==> src/design/opllcc_consts.vh <==
// Purpose: shared offsets, field positions, reset values and encodings
// Assumes: 8-bit register file on the control port
// Notes:   included by the top-level opllcc design file only
`ifndef OPLLCC_CONSTS_VH
`define OPLLCC_CONSTS_VH

// ****************************************
// register offsets
// ****************************************
`define OPLLCC_ADDR_FRAC_LOW    7'h03
`define OPLLCC_ADDR_FRAC_MID    7'h04
`define OPLLCC_ADDR_FRAC_HIGH   7'h05
`define OPLLCC_ADDR_INT_PREDIV  7'h06
`define OPLLCC_ADDR_MODE_POST   7'h07
`define OPLLCC_ADDR_POWER_DOWN  7'h1e

// ****************************************
// reset values
// ****************************************
`define OPLLCC_RST_FRAC_LOW     8'h21
`define OPLLCC_RST_FRAC_MID     8'hfd
`define OPLLCC_RST_FRAC_HIGH    8'h36
`define OPLLCC_RST_INT_PREDIV   8'h07
`define OPLLCC_RST_MODE_POST    8'h06
`define OPLLCC_RST_POWER_DOWN   8'h0f

// ****************************************
// field positions
// ****************************************
`define OPLLCC_BIT_OSC_OFF      3
`define OPLLCC_BIT_SYNTH_OFF    0
`define OPLLCC_BIT_HALVER       4
`define OPLLCC_BIT_FRAC_SEL     2
`define OPLLCC_INT_MSB          3
`define OPLLCC_FRACH_MSB        5
`define OPLLCC_POST_MSB         1

// ****************************************
// automatic mode defaults (about 24 MHz from a 12 MHz reference)
// ****************************************
`define OPLLCC_AUTO_DEF_INT     4'h8
`define OPLLCC_AUTO_DEF_FRAC    22'h000000
`define OPLLCC_AUTO_DEF_POST    2'h1

`endif

==> src/design/opllcc_refgen.v <==
// Purpose: oscillator reference clock and input halver
// Assumes: crystal input pin is asynchronous to CLOCK
// Notes:   ticks are one-cycle pulses; osc_tick on each rising oscillator edge, ref_tick on every second one when halving
`timescale 1ns/10ps
`default_nettype none

module opllcc_refgen (
  input  wire clk,          // system clock
  input  wire rst,          // synchronous reset, high
  input  wire pin_in,       // crystal input pin
  input  wire osc_on,       // oscillator powered
  input  wire halve,        // divide reference by two
  output reg  osc_level,    // gated oscillator level
  output reg  osc_tick,     // oscillator rising edge pulse
  output reg  ref_tick      // post-halver reference pulse
);

  reg sync1_reg;
  reg sync2_reg;
  reg prev_reg;
  reg half_reg;

  // ****************************************
  // synchroniser and edge detect
  // ****************************************
  always @(posedge clk) begin
    if (rst) begin
      sync1_reg <= 1'b0;
      sync2_reg <= 1'b0;
      prev_reg  <= 1'b0;
      half_reg  <= 1'b0;
      osc_level <= 1'b0;
      osc_tick  <= 1'b0;
      ref_tick  <= 1'b0;
    end else begin
      sync1_reg <= pin_in;
      sync2_reg <= sync1_reg;
      prev_reg  <= sync2_reg;
      // no clock while off
      osc_level <= osc_on & sync2_reg;
      osc_tick  <= osc_on & sync2_reg & ~prev_reg;
      ref_tick  <= 1'b0;
      if (osc_on & sync2_reg & ~prev_reg) begin
        half_reg <= ~half_reg;
        // pass or halve
        ref_tick <= halve ? half_reg : 1'b1;
      end
    end
  end

endmodule // opllcc_refgen

`default_nettype wire

==> src/design/opllcc_nco.v <==
// Purpose: behavioural fractional-N synthesiser with post divider
// Assumes: post-divided toggle rate stays below CLOCK rate
// Notes:   toggles per reference edge = 2*R / divisor
`timescale 1ns/10ps
`default_nettype none

module opllcc_nco (
  input  wire        clk,        // system clock
  input  wire        rst,        // synchronous reset, high
  input  wire        enable,     // synthesiser running
  input  wire        ref_tick,   // reference edge pulse
  input  wire [25:0] mult,       // ratio, 4 integer + 22 fraction bits
  input  wire [1:0]  post_sel,   // divisor 2, 4, 8 or 16
  output reg         synth_out   // post-divided clock level
);

  reg  [21:0] frac_reg;
  reg  [5:0]  pend_reg;
  wire [25:0] step;
  wire [26:0] sum;
  wire [5:0]  pend_sum;
  wire        busy;

  // post divider as a shift
  assign step     = mult >> post_sel;
  // integer plus fraction over 2^22
  assign sum      = {5'h00, frac_reg} + {1'b0, step};
  assign busy     = (pend_reg != 6'h00);
  assign pend_sum = pend_reg + {1'b0, sum[26:22]};

  // ****************************************
  // phase accumulator and toggle queue
  // ****************************************
  always @(posedge clk) begin
    if (rst | ~enable) begin
      frac_reg  <= 22'h000000;
      pend_reg  <= 6'h00;
      synth_out <= 1'b0;
    end else begin
      if (busy) begin
        synth_out <= ~synth_out;
      end
      // output tracks post-halver input
      if (ref_tick) begin
        frac_reg <= sum[21:0];
        pend_reg <= pend_sum - {5'h00, busy};
      end else if (busy) begin
        pend_reg <= pend_reg - 6'h01;
      end
    end
  end

endmodule // opllcc_nco

`default_nettype wire

==> src/design/opllcc_top.v <==
// Purpose: oscillator and synthesiser clock control with register file
// Assumes: control port delivers decoded register accesses
// Notes:   receiver drives ratio while enabled
// Functional notes
// synthesiser reference comes only from the oscillator clock
// oscillator selectable as master pin and auxiliary output source
// power bit 3 resets high; oscillator clock absent while off
// power bit 0 resets high; writing zero powers synthesiser up
// receiver enabled means automatic mode, receiver steers the ratio
// derived clocks follow stream rate, keep toggling through relock
// stream stops: integer and fraction frozen at last values
// no stream since reset: automatic mode gives about 24 MHz
// receiver disabled: programmed fields fully set the clocks
// 22-bit fraction spread over three registers
// fraction bytes reset to 21h, fdh, 36h
// integer field bits 3:0 of 06h, reset 0111
// software keeps integer between 5 and 13
// ratio equals integer plus fraction over 2^22
// ratio is output over post-halver input frequency
// software truncates ratio parts when computing fields
// software aims output between 90 and 100 MHz
// post divider scales output before all clock consumers
// bit 4 of 06h halves reference, reset zero
// bits 1:0 of 07h select post divider, reset 10
// automatic mode sets post divider field itself
// software programs receiver-specific ratio values
// bit 2 of 07h fractional select, default one
`timescale 1ns/10ps
`default_nettype none
`include "opllcc_consts.vh"

module opllcc_top (
  input  wire        CLOCK,           // 200 MHz system clock
  input  wire        RESET,           // synchronous reset, high
  input  wire        CRYSTAL_INPUT_PIN, // oscillator input
  input  wire [6:0]  REG_ADDR,        // register index
  input  wire [7:0]  REG_WDATA,       // write data
  input  wire        REG_WE,          // write strobe
  input  wire        REG_RE,          // read strobe
  input  wire        RX_ENABLE,       // receiver enabled
  input  wire        RX_STREAM,       // incoming stream present
  input  wire [3:0]  RX_INT,          // receiver integer request
  input  wire [21:0] RX_FRAC,         // receiver fraction request
  input  wire [1:0]  RX_POST,         // receiver post divider request
  input  wire        MASTER_IS_OUT,   // master pin configured as output
  input  wire        MASTER_SRC_OSC,  // master pin from oscillator
  input  wire        AUX_ENABLE,      // auxiliary output enabled
  input  wire        AUX_SRC_OSC,     // auxiliary output from oscillator
  output reg  [7:0]  REG_RDATA,       // read data
  output reg         REG_RVALID,      // read data valid pulse
  output reg         MASTER_CLK_O,    // master pin drive level
  output reg         MASTER_CLK_OE_N, // master pin enable, low drives
  output reg         AUX_CLOCK_PIN,   // auxiliary clock output
  output reg         TX_CLOCK,        // transmitter clock
  output reg         OSC_REF_CLOCK,   // oscillator clock level
  output reg         AUTO_MODE,       // automatic mode active
  output reg         SYNTH_RUNNING    // synthesiser active
);

  // ****************************************
  // registers
  // ****************************************
  reg  [7:0]  frac_low_reg;
  reg  [7:0]  frac_mid_reg;
  reg  [7:0]  frac_high_reg;
  reg  [7:0]  int_prediv_reg;
  reg  [7:0]  mode_post_reg;
  reg  [7:0]  power_down_reg;
  reg  [3:0]  auto_int_reg;
  reg  [21:0] auto_frac_reg;
  reg  [1:0]  auto_post_reg;
  reg  [7:0]  rdata_next;

  wire        osc_on;
  wire        synth_on;
  wire        auto_mode;
  wire        osc_level;
  wire        ref_tick;
  wire        synth_level;
  wire [21:0] man_frac;
  wire [25:0] mult;
  wire [1:0]  post_sel;
  wire        sel_frac_low;
  wire        sel_frac_mid;
  wire        sel_frac_high;
  wire        sel_int_prediv;
  wire        sel_mode_post;
  wire        sel_power_down;

  // ****************************************
  // helper functions
  // ****************************************
  // address compare for one register index
  function addr_hit;
    input [6:0] addr;
    input [6:0] index;
    begin
      addr_hit = (addr == index);
    end
  endfunction

  // gated clock source pick for an output pin
  function pin_source;
    input enable;
    input use_osc;
    input osc_clk;
    input synth_clk;
    begin
      pin_source = enable & (use_osc ? osc_clk : synth_clk);
    end
  endfunction

  // ****************************************
  // register select
  // ****************************************
  assign sel_frac_low   = addr_hit(REG_ADDR, `OPLLCC_ADDR_FRAC_LOW);
  assign sel_frac_mid   = addr_hit(REG_ADDR, `OPLLCC_ADDR_FRAC_MID);
  assign sel_frac_high  = addr_hit(REG_ADDR, `OPLLCC_ADDR_FRAC_HIGH);
  assign sel_int_prediv = addr_hit(REG_ADDR, `OPLLCC_ADDR_INT_PREDIV);
  assign sel_mode_post  = addr_hit(REG_ADDR, `OPLLCC_ADDR_MODE_POST);
  assign sel_power_down = addr_hit(REG_ADDR, `OPLLCC_ADDR_POWER_DOWN);

  // oscillator power bit
  assign osc_on    = ~power_down_reg[`OPLLCC_BIT_OSC_OFF];
  // synthesiser needs both power bits
  assign synth_on  = ~power_down_reg[`OPLLCC_BIT_SYNTH_OFF] & osc_on;
  // receiver selects automatic mode
  assign auto_mode = RX_ENABLE;
  // fraction assembled from three bytes
  assign man_frac  = {frac_high_reg[`OPLLCC_FRACH_MSB:0], frac_mid_reg, frac_low_reg};

  // manual fields; integer mode drops fraction
  // automatic ratio follows receiver
  assign mult = auto_mode ? {auto_int_reg, auto_frac_reg} :
                {int_prediv_reg[`OPLLCC_INT_MSB:0],
                 mode_post_reg[`OPLLCC_BIT_FRAC_SEL] ? man_frac : 22'h000000};
  assign post_sel = mode_post_reg[`OPLLCC_POST_MSB:0];

  // ****************************************
  // register writes
  // ****************************************
  always @(posedge CLOCK) begin
    if (RESET) begin
      // reset values
      frac_low_reg   <= `OPLLCC_RST_FRAC_LOW;
      frac_mid_reg   <= `OPLLCC_RST_FRAC_MID;
      frac_high_reg  <= `OPLLCC_RST_FRAC_HIGH;
      int_prediv_reg <= `OPLLCC_RST_INT_PREDIV;
      mode_post_reg  <= `OPLLCC_RST_MODE_POST;
      // powered down at reset
      power_down_reg <= `OPLLCC_RST_POWER_DOWN;
    end else begin
      if (REG_WE) begin
        if (sel_frac_low) begin
          frac_low_reg <= REG_WDATA;
        end else if (sel_frac_mid) begin
          frac_mid_reg <= REG_WDATA;
        end else if (sel_frac_high) begin
          frac_high_reg <= REG_WDATA;
        end else if (sel_int_prediv) begin
          int_prediv_reg <= REG_WDATA;
        end else if (sel_mode_post) begin
          mode_post_reg[7:2] <= REG_WDATA[7:2];
          if (!auto_mode) begin
            mode_post_reg[1:0] <= REG_WDATA[1:0];
          end
        end else if (sel_power_down) begin
          power_down_reg <= REG_WDATA;
        end
      end
      // device owns post divider in automatic mode
      if (auto_mode) begin
        mode_post_reg[1:0] <= auto_post_reg;
      end
    end
  end

  // ****************************************
  // automatic mode ratio hold
  // ****************************************
  // ratio frozen while stream absent
  always @(posedge CLOCK) begin
    if (RESET) begin
      // default about 24 MHz
      auto_int_reg  <= `OPLLCC_AUTO_DEF_INT;
      auto_frac_reg <= `OPLLCC_AUTO_DEF_FRAC;
      auto_post_reg <= `OPLLCC_AUTO_DEF_POST;
    end else if (auto_mode & RX_STREAM) begin
      auto_int_reg  <= RX_INT;
      auto_frac_reg <= RX_FRAC;
      auto_post_reg <= RX_POST;
    end
  end

  // ****************************************
  // register reads
  // ****************************************
  always @* begin
    rdata_next = 8'h00;
    if (sel_frac_low) begin
      rdata_next = frac_low_reg;
    end else if (sel_frac_mid) begin
      rdata_next = frac_mid_reg;
    end else if (sel_frac_high) begin
      rdata_next = frac_high_reg;
    end else if (sel_int_prediv) begin
      rdata_next = int_prediv_reg;
    end else if (sel_mode_post) begin
      rdata_next = mode_post_reg;
    end else if (sel_power_down) begin
      rdata_next = power_down_reg;
    end
  end

  // ****************************************
  // clock generation
  // ****************************************
  // reference only from oscillator
  opllcc_refgen u_refgen (
    .clk       (CLOCK),
    .rst       (RESET),
    .pin_in    (CRYSTAL_INPUT_PIN),
    .osc_on    (osc_on),
    .halve     (int_prediv_reg[`OPLLCC_BIT_HALVER]),
    .osc_level (osc_level),
    .osc_tick  (),
    .ref_tick  (ref_tick)
  );

  opllcc_nco u_nco (
    .clk       (CLOCK),
    .rst       (RESET),
    .enable    (synth_on),
    .ref_tick  (ref_tick),
    .mult      (mult),
    .post_sel  (post_sel),
    .synth_out (synth_level)
  );

  // ****************************************
  // read port
  // ****************************************
  always @(posedge CLOCK) begin
    if (RESET) begin
      REG_RDATA  <= 8'h00;
      REG_RVALID <= 1'b0;
    end else begin
      REG_RVALID <= REG_RE;
      if (REG_RE) begin
        REG_RDATA <= rdata_next;
      end
    end
  end

  // ****************************************
  // output registers
  // ****************************************
  always @(posedge CLOCK) begin
    if (RESET) begin
      MASTER_CLK_O    <= 1'b0;
      MASTER_CLK_OE_N <= 1'b1;
      AUX_CLOCK_PIN   <= 1'b0;
      TX_CLOCK        <= 1'b0;
      OSC_REF_CLOCK   <= 1'b0;
      AUTO_MODE       <= 1'b0;
      SYNTH_RUNNING   <= 1'b0;
    end else begin
      // oscillator or synthesiser as source
      MASTER_CLK_O    <= pin_source(MASTER_IS_OUT, MASTER_SRC_OSC, osc_level, synth_level);
      MASTER_CLK_OE_N <= ~MASTER_IS_OUT;
      AUX_CLOCK_PIN   <= pin_source(AUX_ENABLE, AUX_SRC_OSC, osc_level, synth_level);
      // divided synthesiser clock to transmitter
      TX_CLOCK        <= synth_level;
      // gated oscillator level
      OSC_REF_CLOCK   <= osc_level;
      AUTO_MODE       <= auto_mode;
      SYNTH_RUNNING   <= synth_on;
    end
  end

endmodule // opllcc_top

`default_nettype wire

==> config.mk <==
export PLATFORM = sky130hd
export DESIGN_NAME = opllcc_top
export DESIGN_NICKNAME = d
export VERILOG_FILES = /design/src/design/opllcc_refgen.v /design/src/design/opllcc_nco.v /design/src/design/opllcc_top.v
export VERILOG_INCLUDE_DIRS = /design/src /design/src/design
export SDC_FILE = /design/constraint.sdc
export NUM_CORES = 1
export LEC_CHECK = 0
export BUFFER_PORTS_ARGS = -buffer_cell sky130_fd_sc_hd__buf_4
export CORE_UTILIZATION = 34
export CTS_CLUSTER_DIAMETER = 40
export CTS_CLUSTER_SIZE = 8
export DETAILED_ROUTE_END_ITERATION = 12
export PLACE_DENSITY = 0.6
export SLEW_MARGIN = 25
export SYNTH_ARGS = -nofsm -noshare
export SYNTH_HDL_FRONTEND = slang
export SYNTH_SLANG_ARGS = --single-unit
==> constraint.sdc <==
create_clock -name CLOCK -period 12.22 [get_ports CLOCK]
set_clock_uncertainty 0.05 [all_clocks]
set_input_delay 1.222 -clock CLOCK [delete_from_list [all_inputs] [get_ports CLOCK]]
set_output_delay 1.222 -clock CLOCK [all_outputs]
set_load 0.05 [all_outputs]
==> metrics.md, run 1 <==
| Metric | Value |
|---|---|
| Top FF cell, synth | `dfxtp_1` |
| CTS tree | `yes` |
| Yosys reg bits | `127` |
| Htree depth | `4` |
| Compound-gate portion of the synthesized area | `17.4%` |
| Register area share after synthesis | `34.5%` |
| Post-CTS sizing | `0` |
| Min Tclk post-route | `5.61 ns` |
| Fmax | `0.178 GHz` |
| Per-cell routed wire length | `15.3 µm` |
| Vias | `6516` |
| DP Wirelength | `13.9 mm` |
| EDFF count, synth | `0` |
| Max-cap violation count | `0` |
| Drt first pass iters | `5` |
| DRT Wirelength | `19.2 mm` |
| Worst IR Drop VDD | `98.2 µV` |
| Fin nets | `1061` |
| Gr usage total | `18.1%` |
| IO buf count | `69` |
| Share of cells above drive strength 1 | `13.9%` |
| Main combinational cell family by area after synthesis | `simple AND/OR/NAND/NOR gates` |
| Post-Synth Simple-Gate Area | `22.4%` |
| R2R cell count | `21` |
| Mapped Cells | `933` |
| Critical Path RT | `12.46 ns` |
| ANT cells | `0` |
| Slowest-stage cell, CP | `mux4_2` |
| Core Area | `0.0212 mm²` |
| Max Buffers Root-to-Sink | `2` |
| Vias in the first global route | `6091` |
| Initial antenna violation count | `0` |
| DRT iter0 DRCs | `373` |
| Post-synth top cells | `nand2_1, dfxtp_1, a21oi_1, nor2_1, o21ai_0` |
| Most frequent cell after synthesis | `nand2_1` |
| Die H | `149 µm` |
| Hold Path Class | `flop to flop` |
| Vias per Instance | `5.19` |
| Yosys top cell area share | `34.5%` |
| Warnings from Yosys | `0` |
| Startpoint Class | `input port` |
| GRT overflow | `0` |
| Hold Path Depth | `1` |
| Worst slew pin tran | `1.03 ns` |
| DR DRC count | `0` |
| Hold Slack | `0.378 ns` |
| Sum Neg Setup Slack | `0 ns` |
| Max Slew Vio Count | `0` |
| Mux share of post-synthesis cell area | `11.2%` |
| Status | `complete, no violations` |
| P&R area growth vs syn | `16.8%` |
| Worst relative slew slack | `31.3%` |
| Largest net degree at the start of global routing | `77` |
| Most area-hungry cell type in the Yosys netlist | `dfxtp_1` |
| Hold-fix buffers, CTS | `0` |
| CP Capture Type | `flop` |
| Final period util | `45.9%` |
| Post-Synthesis Cell Area | `0.00737 mm²` |
| Clk sinks | `127` |
| Post-synthesis adder-cell area fraction | `6.32%` |
| Clk slew on worst S/H paths | `0.05 ns` |
| Dpl ws | `6.21 ns` |
| CP Data Arrival Time | `5.84 ns` |
| Post-synthesis cell type count | `59` |
| Placed cells | `1227` |
| P_leak | `3.64 nW` |
| Number of CTS-inserted buffers | `17` |
| Largest cells by area after synthesis | `dfxtp_1, nand2_1, a21oi_1` |
| Die area | `0.0223 mm²` |
| Post-Syn Nets | `1023` |
| Crit path largest cell delay | `0.52 ns` |
| Final worst slack | `6.61 ns` |
| Total power | `1.06 mW` |
| Antenna Nets Post-Route | `0` |
| Die W | `149 µm` |
| Crit Path Category | `input port to flop` |
| Final setup viols | `0` |
| Post-synth ARST share | `0%` |
| Post-CTS Setup Bufs | `0` |
| Num rows | `53` |
| Clk root buf | `clkbuf_16` |
| Gpl congestion | `0.844` |
| Initial Util | `34.8%` |
| Power per Cell Area | `124 mW/mm²` |
| Fin cells | `1256` |
| # IOs | `70` |
| Final Hold Vio Count | `0` |
| Synth Area in XOR/XNOR | `3.33%` |
| Clock Latency Late Sink | `0.43 ns` |
| Crit path top cell by count | `a21oi_1` |
| Max FO, Critical Path | `55` |
| RSZ-0062 raised after global routing | `false` |
| Critical-path cell list | `buf_4 -> o21ai_0 -> mux4_2 -> ha_1 -> a21oi_1 -> o21ai_0 -> or3_1 -> or3_1 -> a31oi_1 -> xnor2_1 -> ha_1 -> inv_1 -> ha_1 -> a21o_1 -> a21oi_1 -> o21bai_1 -> a21oi_1 -> xnor2_1 -> a21oi_1` |
| First-pass GRT wire length | `31.4 mm` |
| Syn avg cell area | `7.90 µm²` |
-- cell type report --
cell class,count,area [µm²]
fillers,2129,12500
multi-input cells,716,4470
flip-flops and latches,127,2540
repair buffers,73,548
clock buffers,19,453
well taps,275,344
inverters,36,135
clock inverters,10,115
-- worst max-delay path: cells and delay by family --
kind / cells / cell delay (ns)
xor gates and xnor gates: 2 / 0.25
adders and majority gates: 3 / 0.99
buffers and inverters: 2 / 0.45
muxes: 1 / 0.52
and+or+nand+nor: 2 / 0.71
AOI/OAI and AO/OA: 9 / 1.69
-- per-stage QoR --
step	utilization, %	cell area [µm²]
floorplan	-	7370
global placement	38.0	8040
detailed placement	38.0	8040
CTS	40.7	8600
global route	40.7	8600
finish	40.7	8600
-- layout by cell type (no fill, tap or decap), types with 4 or more instances in the layout --
cell       count
nand2_1      193
dfxtp_1      127
a21oi_1       97
nor2_1        86
buf_4         73
o21ai_0       57
mux2i_1       45
inv_1         34
ha_1          34
xnor2_1       18
clkbuf_16     17
nand3_1       16
o211ai_1      15
a211oi_1      14
mux4_2        13
xor2_1        10
nand3b_1      10
nand4_1        8
nor3_1         8
nand2b_1       8
nor2b_1        8
a221o_1        7
or3_1          7
mux2_2         7
and3_1         7
a21o_1         6
a31oi_1        4
o21a_1         4
-- report_power, final --
group          leakage (nW)  switching, mW  total (mW)  internal (mW)
Clock                 0.273          0.188       0.495          0.307
Sequential             1.03        0.00456       0.426          0.422
Combinational          2.34         0.0834       0.142         0.0590
Total                  3.64          0.276        1.06          0.787
-- final timing paths --
check                                        end                          start  slack [ns]
setup / recovery  u_nco.pend_reg[5]$_SDFFE_PP0P_                      RX_ENABLE        6.61
hold reg to reg     u_refgen.ref_tick$_SDFF_PP0_   u_refgen.prev_reg$_SDFF_PP0_        0.38
hold / removal      u_refgen.ref_tick$_SDFF_PP0_   u_refgen.prev_reg$_SDFF_PP0_        0.38
setup reg to reg  u_nco.pend_reg[5]$_SDFFE_PP0P_  mode_post_reg[2]$_SDFFE_PP1P_        6.90
-- cells by family (layout without fill, tap and decap cells) --
kind of cell,count (synthesis),count (layout)
flip-flops,127,127
multiplexers,65,65
XOR/XNOR,28,28
buffers and inverters,90,138
AO/OA/AOI/OAI,218,218
adder cells (fa/ha/maj),36,36
AND/OR/NAND/NOR,369,369
-- routing by layer --
layer	routed length (µm)	GRT usage, %	share of wire, %
met5	0	0	0
met4	527	7.50	2.7
met3	845	3.70	4.4
met2	8770	28.0	46
met1	9100	24.4	47
No activity file was read; power rests on OpenSTA's default activity.
==> inputs of run 2 (changes only) <==
- ABC_AREA: not set -> 1
- PLACE_DENSITY: 0.6 -> 0.61
- clock period: 12.22 -> 5 ns (I/O delays scaled with it)
==> metrics.md, run 2 <==
| Metric | Value |
|---|---|
| Startpoint Class | `flop` |
| Register area share after synthesis | `32.8% (-1.7 points)` |
| Max Buffers Root-to-Sink | `2 (unchanged)` |
| DRT Wirelength | `22.5 mm (+17%)` |
| P_leak | `4.33 nW (+19%)` |
| Power Internal | `1.83 mW (+130%)` |
| Largest net degree at the start of global routing | `73 (-5.2%)` |
| Post-synthesis cell type count | `46 (-22%)` |
| Top FF cell, synth | `dfxtp_1` |
| Most frequent cells in the layout | `nand2_1, inv_1, nor2_1, o21ai_0, dfxtp_1` |
| ANT cells | `0 (unchanged)` |
| GRT overflow | `0 (unchanged)` |
| Core Area | `0.0221 mm² (+4.4%)` |
| EDFF count, synth | `0 (unchanged)` |
| Worst relative slew slack | `40.4% (+9.1 points)` |
| Die W | `153 µm (+2.5%)` |
| P&R area growth vs syn | `16.2%` |
| Drt first pass iters | `5 (unchanged)` |
| Max Slew Vio Count | `0 (unchanged)` |
| CP Data Arrival Time | `4.88 ns (-0.96 ns)` |
| DRT iter0 DRCs | `515 (+38%)` |
| Largest cells by area after synthesis | `dfxtp_1, nand2_1, o21ai_0` |
| Antenna Nets Post-Route | `0 (unchanged)` |
| CP Capture Type | `flop` |
| Dpl ws | `0.217 ns (-6.00 ns)` |
| Vias in the first global route | `7021 (+15%)` |
| Initial antenna violation count | `0 (unchanged)` |
| RSZ-0062 raised after global routing | `false` |
| Yosys reg bits | `127 (unchanged)` |
| Htree depth | `4 (unchanged)` |
| Post-CTS Setup Bufs | `0 (unchanged)` |
| Sw Ratio | `31.1% (+5.1 points)` |
| Sequential Power Share | `39.4% (-0.7 points)` |
| Post-synth ARST share | `0% (unchanged)` |
| Clk sinks | `127 (unchanged)` |
| Final setup viols | `0 (unchanged)` |
| Clock power frac | `45.5% (-1.0 points)` |
| DR DRC count | `0 (unchanged)` |
| DP Wirelength | `17.0 mm (+22%)` |
| Max-cap violation count | `0 (unchanged)` |
| Critical-path cell list | `inv_1 -> o31ai_1 -> o21ai_0 -> o21ai_0 -> ha_1 -> inv_1 -> fa_1 -> nor2_1 -> nor2_1 -> o21ai_2 -> nand3_1 -> nand3_1 -> xor2_1 -> ha_1 -> inv_1 -> fa_1 -> o21ai_0 -> a21oi_1 -> xnor2_1 -> nand2_1 -> a21oi_1` |
| Power per Cell Area | `296 mW/mm² (+140%)` |
| Post-Synthesis Cell Area | `0.00774 mm² (+5.1%)` |
| Die H | `153 µm (+2.5%)` |
| Clock Latency Late Sink | `0.44 ns (about the same)` |
| IO buf count | `69 (unchanged)` |
| Initial Util | `35.0% (+0.21 points)` |
| Final worst slack | `0.428 ns (-6.18 ns)` |
| Max FO, Critical Path | `23 (-58%)` |
| Total power | `2.66 mW (+150%)` |
| CTS tree | `yes` |
| Gr usage total | `19.4% (+1.3 points)` |
| Share of cells above drive strength 1 | `11.1% (-2.7 points)` |
| Sum Neg Setup Slack | `0 ns (unchanged)` |
| Critical Path RT | `5.31 ns (-7.15 ns)` |
| Number of CTS-inserted buffers | `17 (unchanged)` |
| Placed cells | `1514 (+23%)` |
| Crit Path Category | `flop to flop` |
| Most common cell after layout, fill and taps aside | `nand2_1` |
| Most frequent cell after synthesis | `nand2_1` |
| Post-Syn Nets | `1296 (+27%)` |
| Fin nets | `1343 (+27%)` |
| Hold Path Class | `input port to flop` |
| CP Buf/Inv Count | `3 (+1)` |
| Worst slew pin tran | `0.892 ns (-0.138 ns)` |
| Slowest-stage cell, CP | `fa_1` |
| Die area | `0.0234 mm² (+5.0%)` |
| Hold-fix buffers, CTS | `0 (unchanged)` |
| # IOs | `70 (unchanged)` |
| Final Hold Vio Count | `0 (unchanged)` |
| Comb pwr share | `15.1% (+1.7 points)` |
| Post-CTS sizing | `0 (unchanged)` |
| Warnings from Yosys | `0 (unchanged)` |
| Worst IR Drop VDD | `200 µV (+100%)` |
| Num rows | `54 (+1.9%)` |
| First-pass GRT wire length | `35.8 mm (+14%)` |
| Fin cells | `1546 (+23%)` |
| Min Tclk post-route | `4.57 ns` |
| Mapped Cells | `1206 (+29%)` |
| Clk root buf | `clkbuf_16` |
| Post-synth top cells | `nand2_1, inv_1, nor2_1, o21ai_0, dfxtp_1` |
| Per-cell routed wire length | `14.6 µm (-4.9%)` |
| Gpl congestion | `0.956 (+13%)` |
| Crit path largest cell delay | `0.45 ns (-0.07 ns)` |
| Area post-placement | `0.00843 mm² (+4.9%)` |
| NetSw | `828 µW (+200%)` |
| Yosys top cell area share | `32.8% (-1.7 points)` |
| Clk slew on worst S/H paths | `0.06 ns (about the same)` |
| Status | `complete, no violations` |
| Largest delay share family, worst path | `compound AO/OA/AOI/OAI gates` |
| Fmax | `0.219 GHz` |
| Post-Layout Inst Area | `0.00900 mm² (+4.6%)` |
| Syn avg cell area | `6.42 µm² (-19%)` |
| Vias | `7639 (+17%)` |
| Most area-hungry cell type in the Yosys netlist | `dfxtp_1` |
| Final period util | `91.4%` |
| Vias per Instance | `4.94 (-4.8%)` |
==> run 2: cell count changes in the layout (fill, tap and decap cells not counted), sizes merged, moves of 20 or more <==
cell	before	now
inv	35	187
o21ai	58	167
nor2	86	164
nand2	193	256
nand3	17	69
mux2i	45	1
a21oi	97	77
==> run 2: layout make-up <==
type	count	area [µm²]
multi-input combinational	850	4280
clock inverter	15	146
sequential	127	2540
inverter	182	686
timing repair buffer	75	563
tap	280	350
clock buffer	17	425
fill	2351	13100
==> run 2: metrics by stage <==
stage | util, % | hold slack, ns
detailed placement | 38.1 | 0.342
finish | 40.7 | 0.200
global placement | 38.1 | 0.341
CTS | 40.7 | 0.194
floorplan | - | 0.338
global route | 40.7 | 0.194
==> run 2: path summary, 6_finish.rpt <==
kind	startpoint	to	slack, ns	depth (start not counted)
worst min register to register	u_refgen.sync1_reg$_SDFF_PP0_	u_refgen.sync2_reg$_SDFF_PP0_	0.35	2
worst max-delay path	mode_post_reg[2]$_SDFFE_PP1P_	u_nco.pend_reg[4]$_SDFFE_PP0P_	0.43	21
worst max register to register	mode_post_reg[2]$_SDFFE_PP1P_	u_nco.pend_reg[4]$_SDFFE_PP0P_	0.43	21
worst min-delay path	MASTER_IS_OUT	MASTER_CLK_OE_N$_SDFF_PP1_	0.20	2
==> run 2: metal layers <==
| layer | GRT usage [%] | up-vias | part of all wire (%) |
|---|---|---|---|
| met4 | 6.01 | 0 | 2.1 |
| li1 | - | 3983 | - |
| met1 | 24.3 | 3471 | 46 |
| met2 | 33.9 | 151 | 48 |
| met5 | 0 | - | 0 |
| met3 | 3.23 | 34 | 3.2 |
==> run 2: worst reg2reg max path, stage by stage (launching register included) <==
cell     delay [ns]
dfxtp_1        0.33
inv_1          0.26
o31ai_1        0.44
o21ai_0        0.14
o21ai_0        0.21
ha_1           0.20
inv_1          0.06
fa_1           0.45
nor2_1         0.14
nor2_1         0.11
o21ai_2        0.23
nand3_1        0.11
nand3_1        0.19
xor2_1         0.23
ha_1           0.25
inv_1          0.07
fa_1           0.41
o21ai_0        0.20
a21oi_1        0.10
xnor2_1        0.14
nand2_1        0.07
a21oi_1        0.12
==> run 2: cell families (layout without fill, tap and decap cells) <==
group / count (synthesis) / count (layout) / synth area share (%)
flip-flops: 127 / 127 / 32.8
AND/OR/NAND/NOR: 515 / 515 / 28.1
buffers and inverters: 229 / 289 / 11.8
adder cells (fa/ha/maj): 36 / 36 / 6.01
multiplexers: 1 / 1 / 0.129
XOR/XNOR: 16 / 16 / 1.81
AO/OA/AOI/OAI: 282 / 282 / 19.3
==> run 2: power groups by stage <==
stage               clock network [mW]  logic [mW]  registers [mW]
floorplan                            0       0.264            1.08
global placement                     0       0.396            1.07
detailed placement                   0       0.398            1.07
CTS                               1.23       0.400            1.05
global route                      1.28       0.450            1.05
finish                            1.21       0.402            1.05
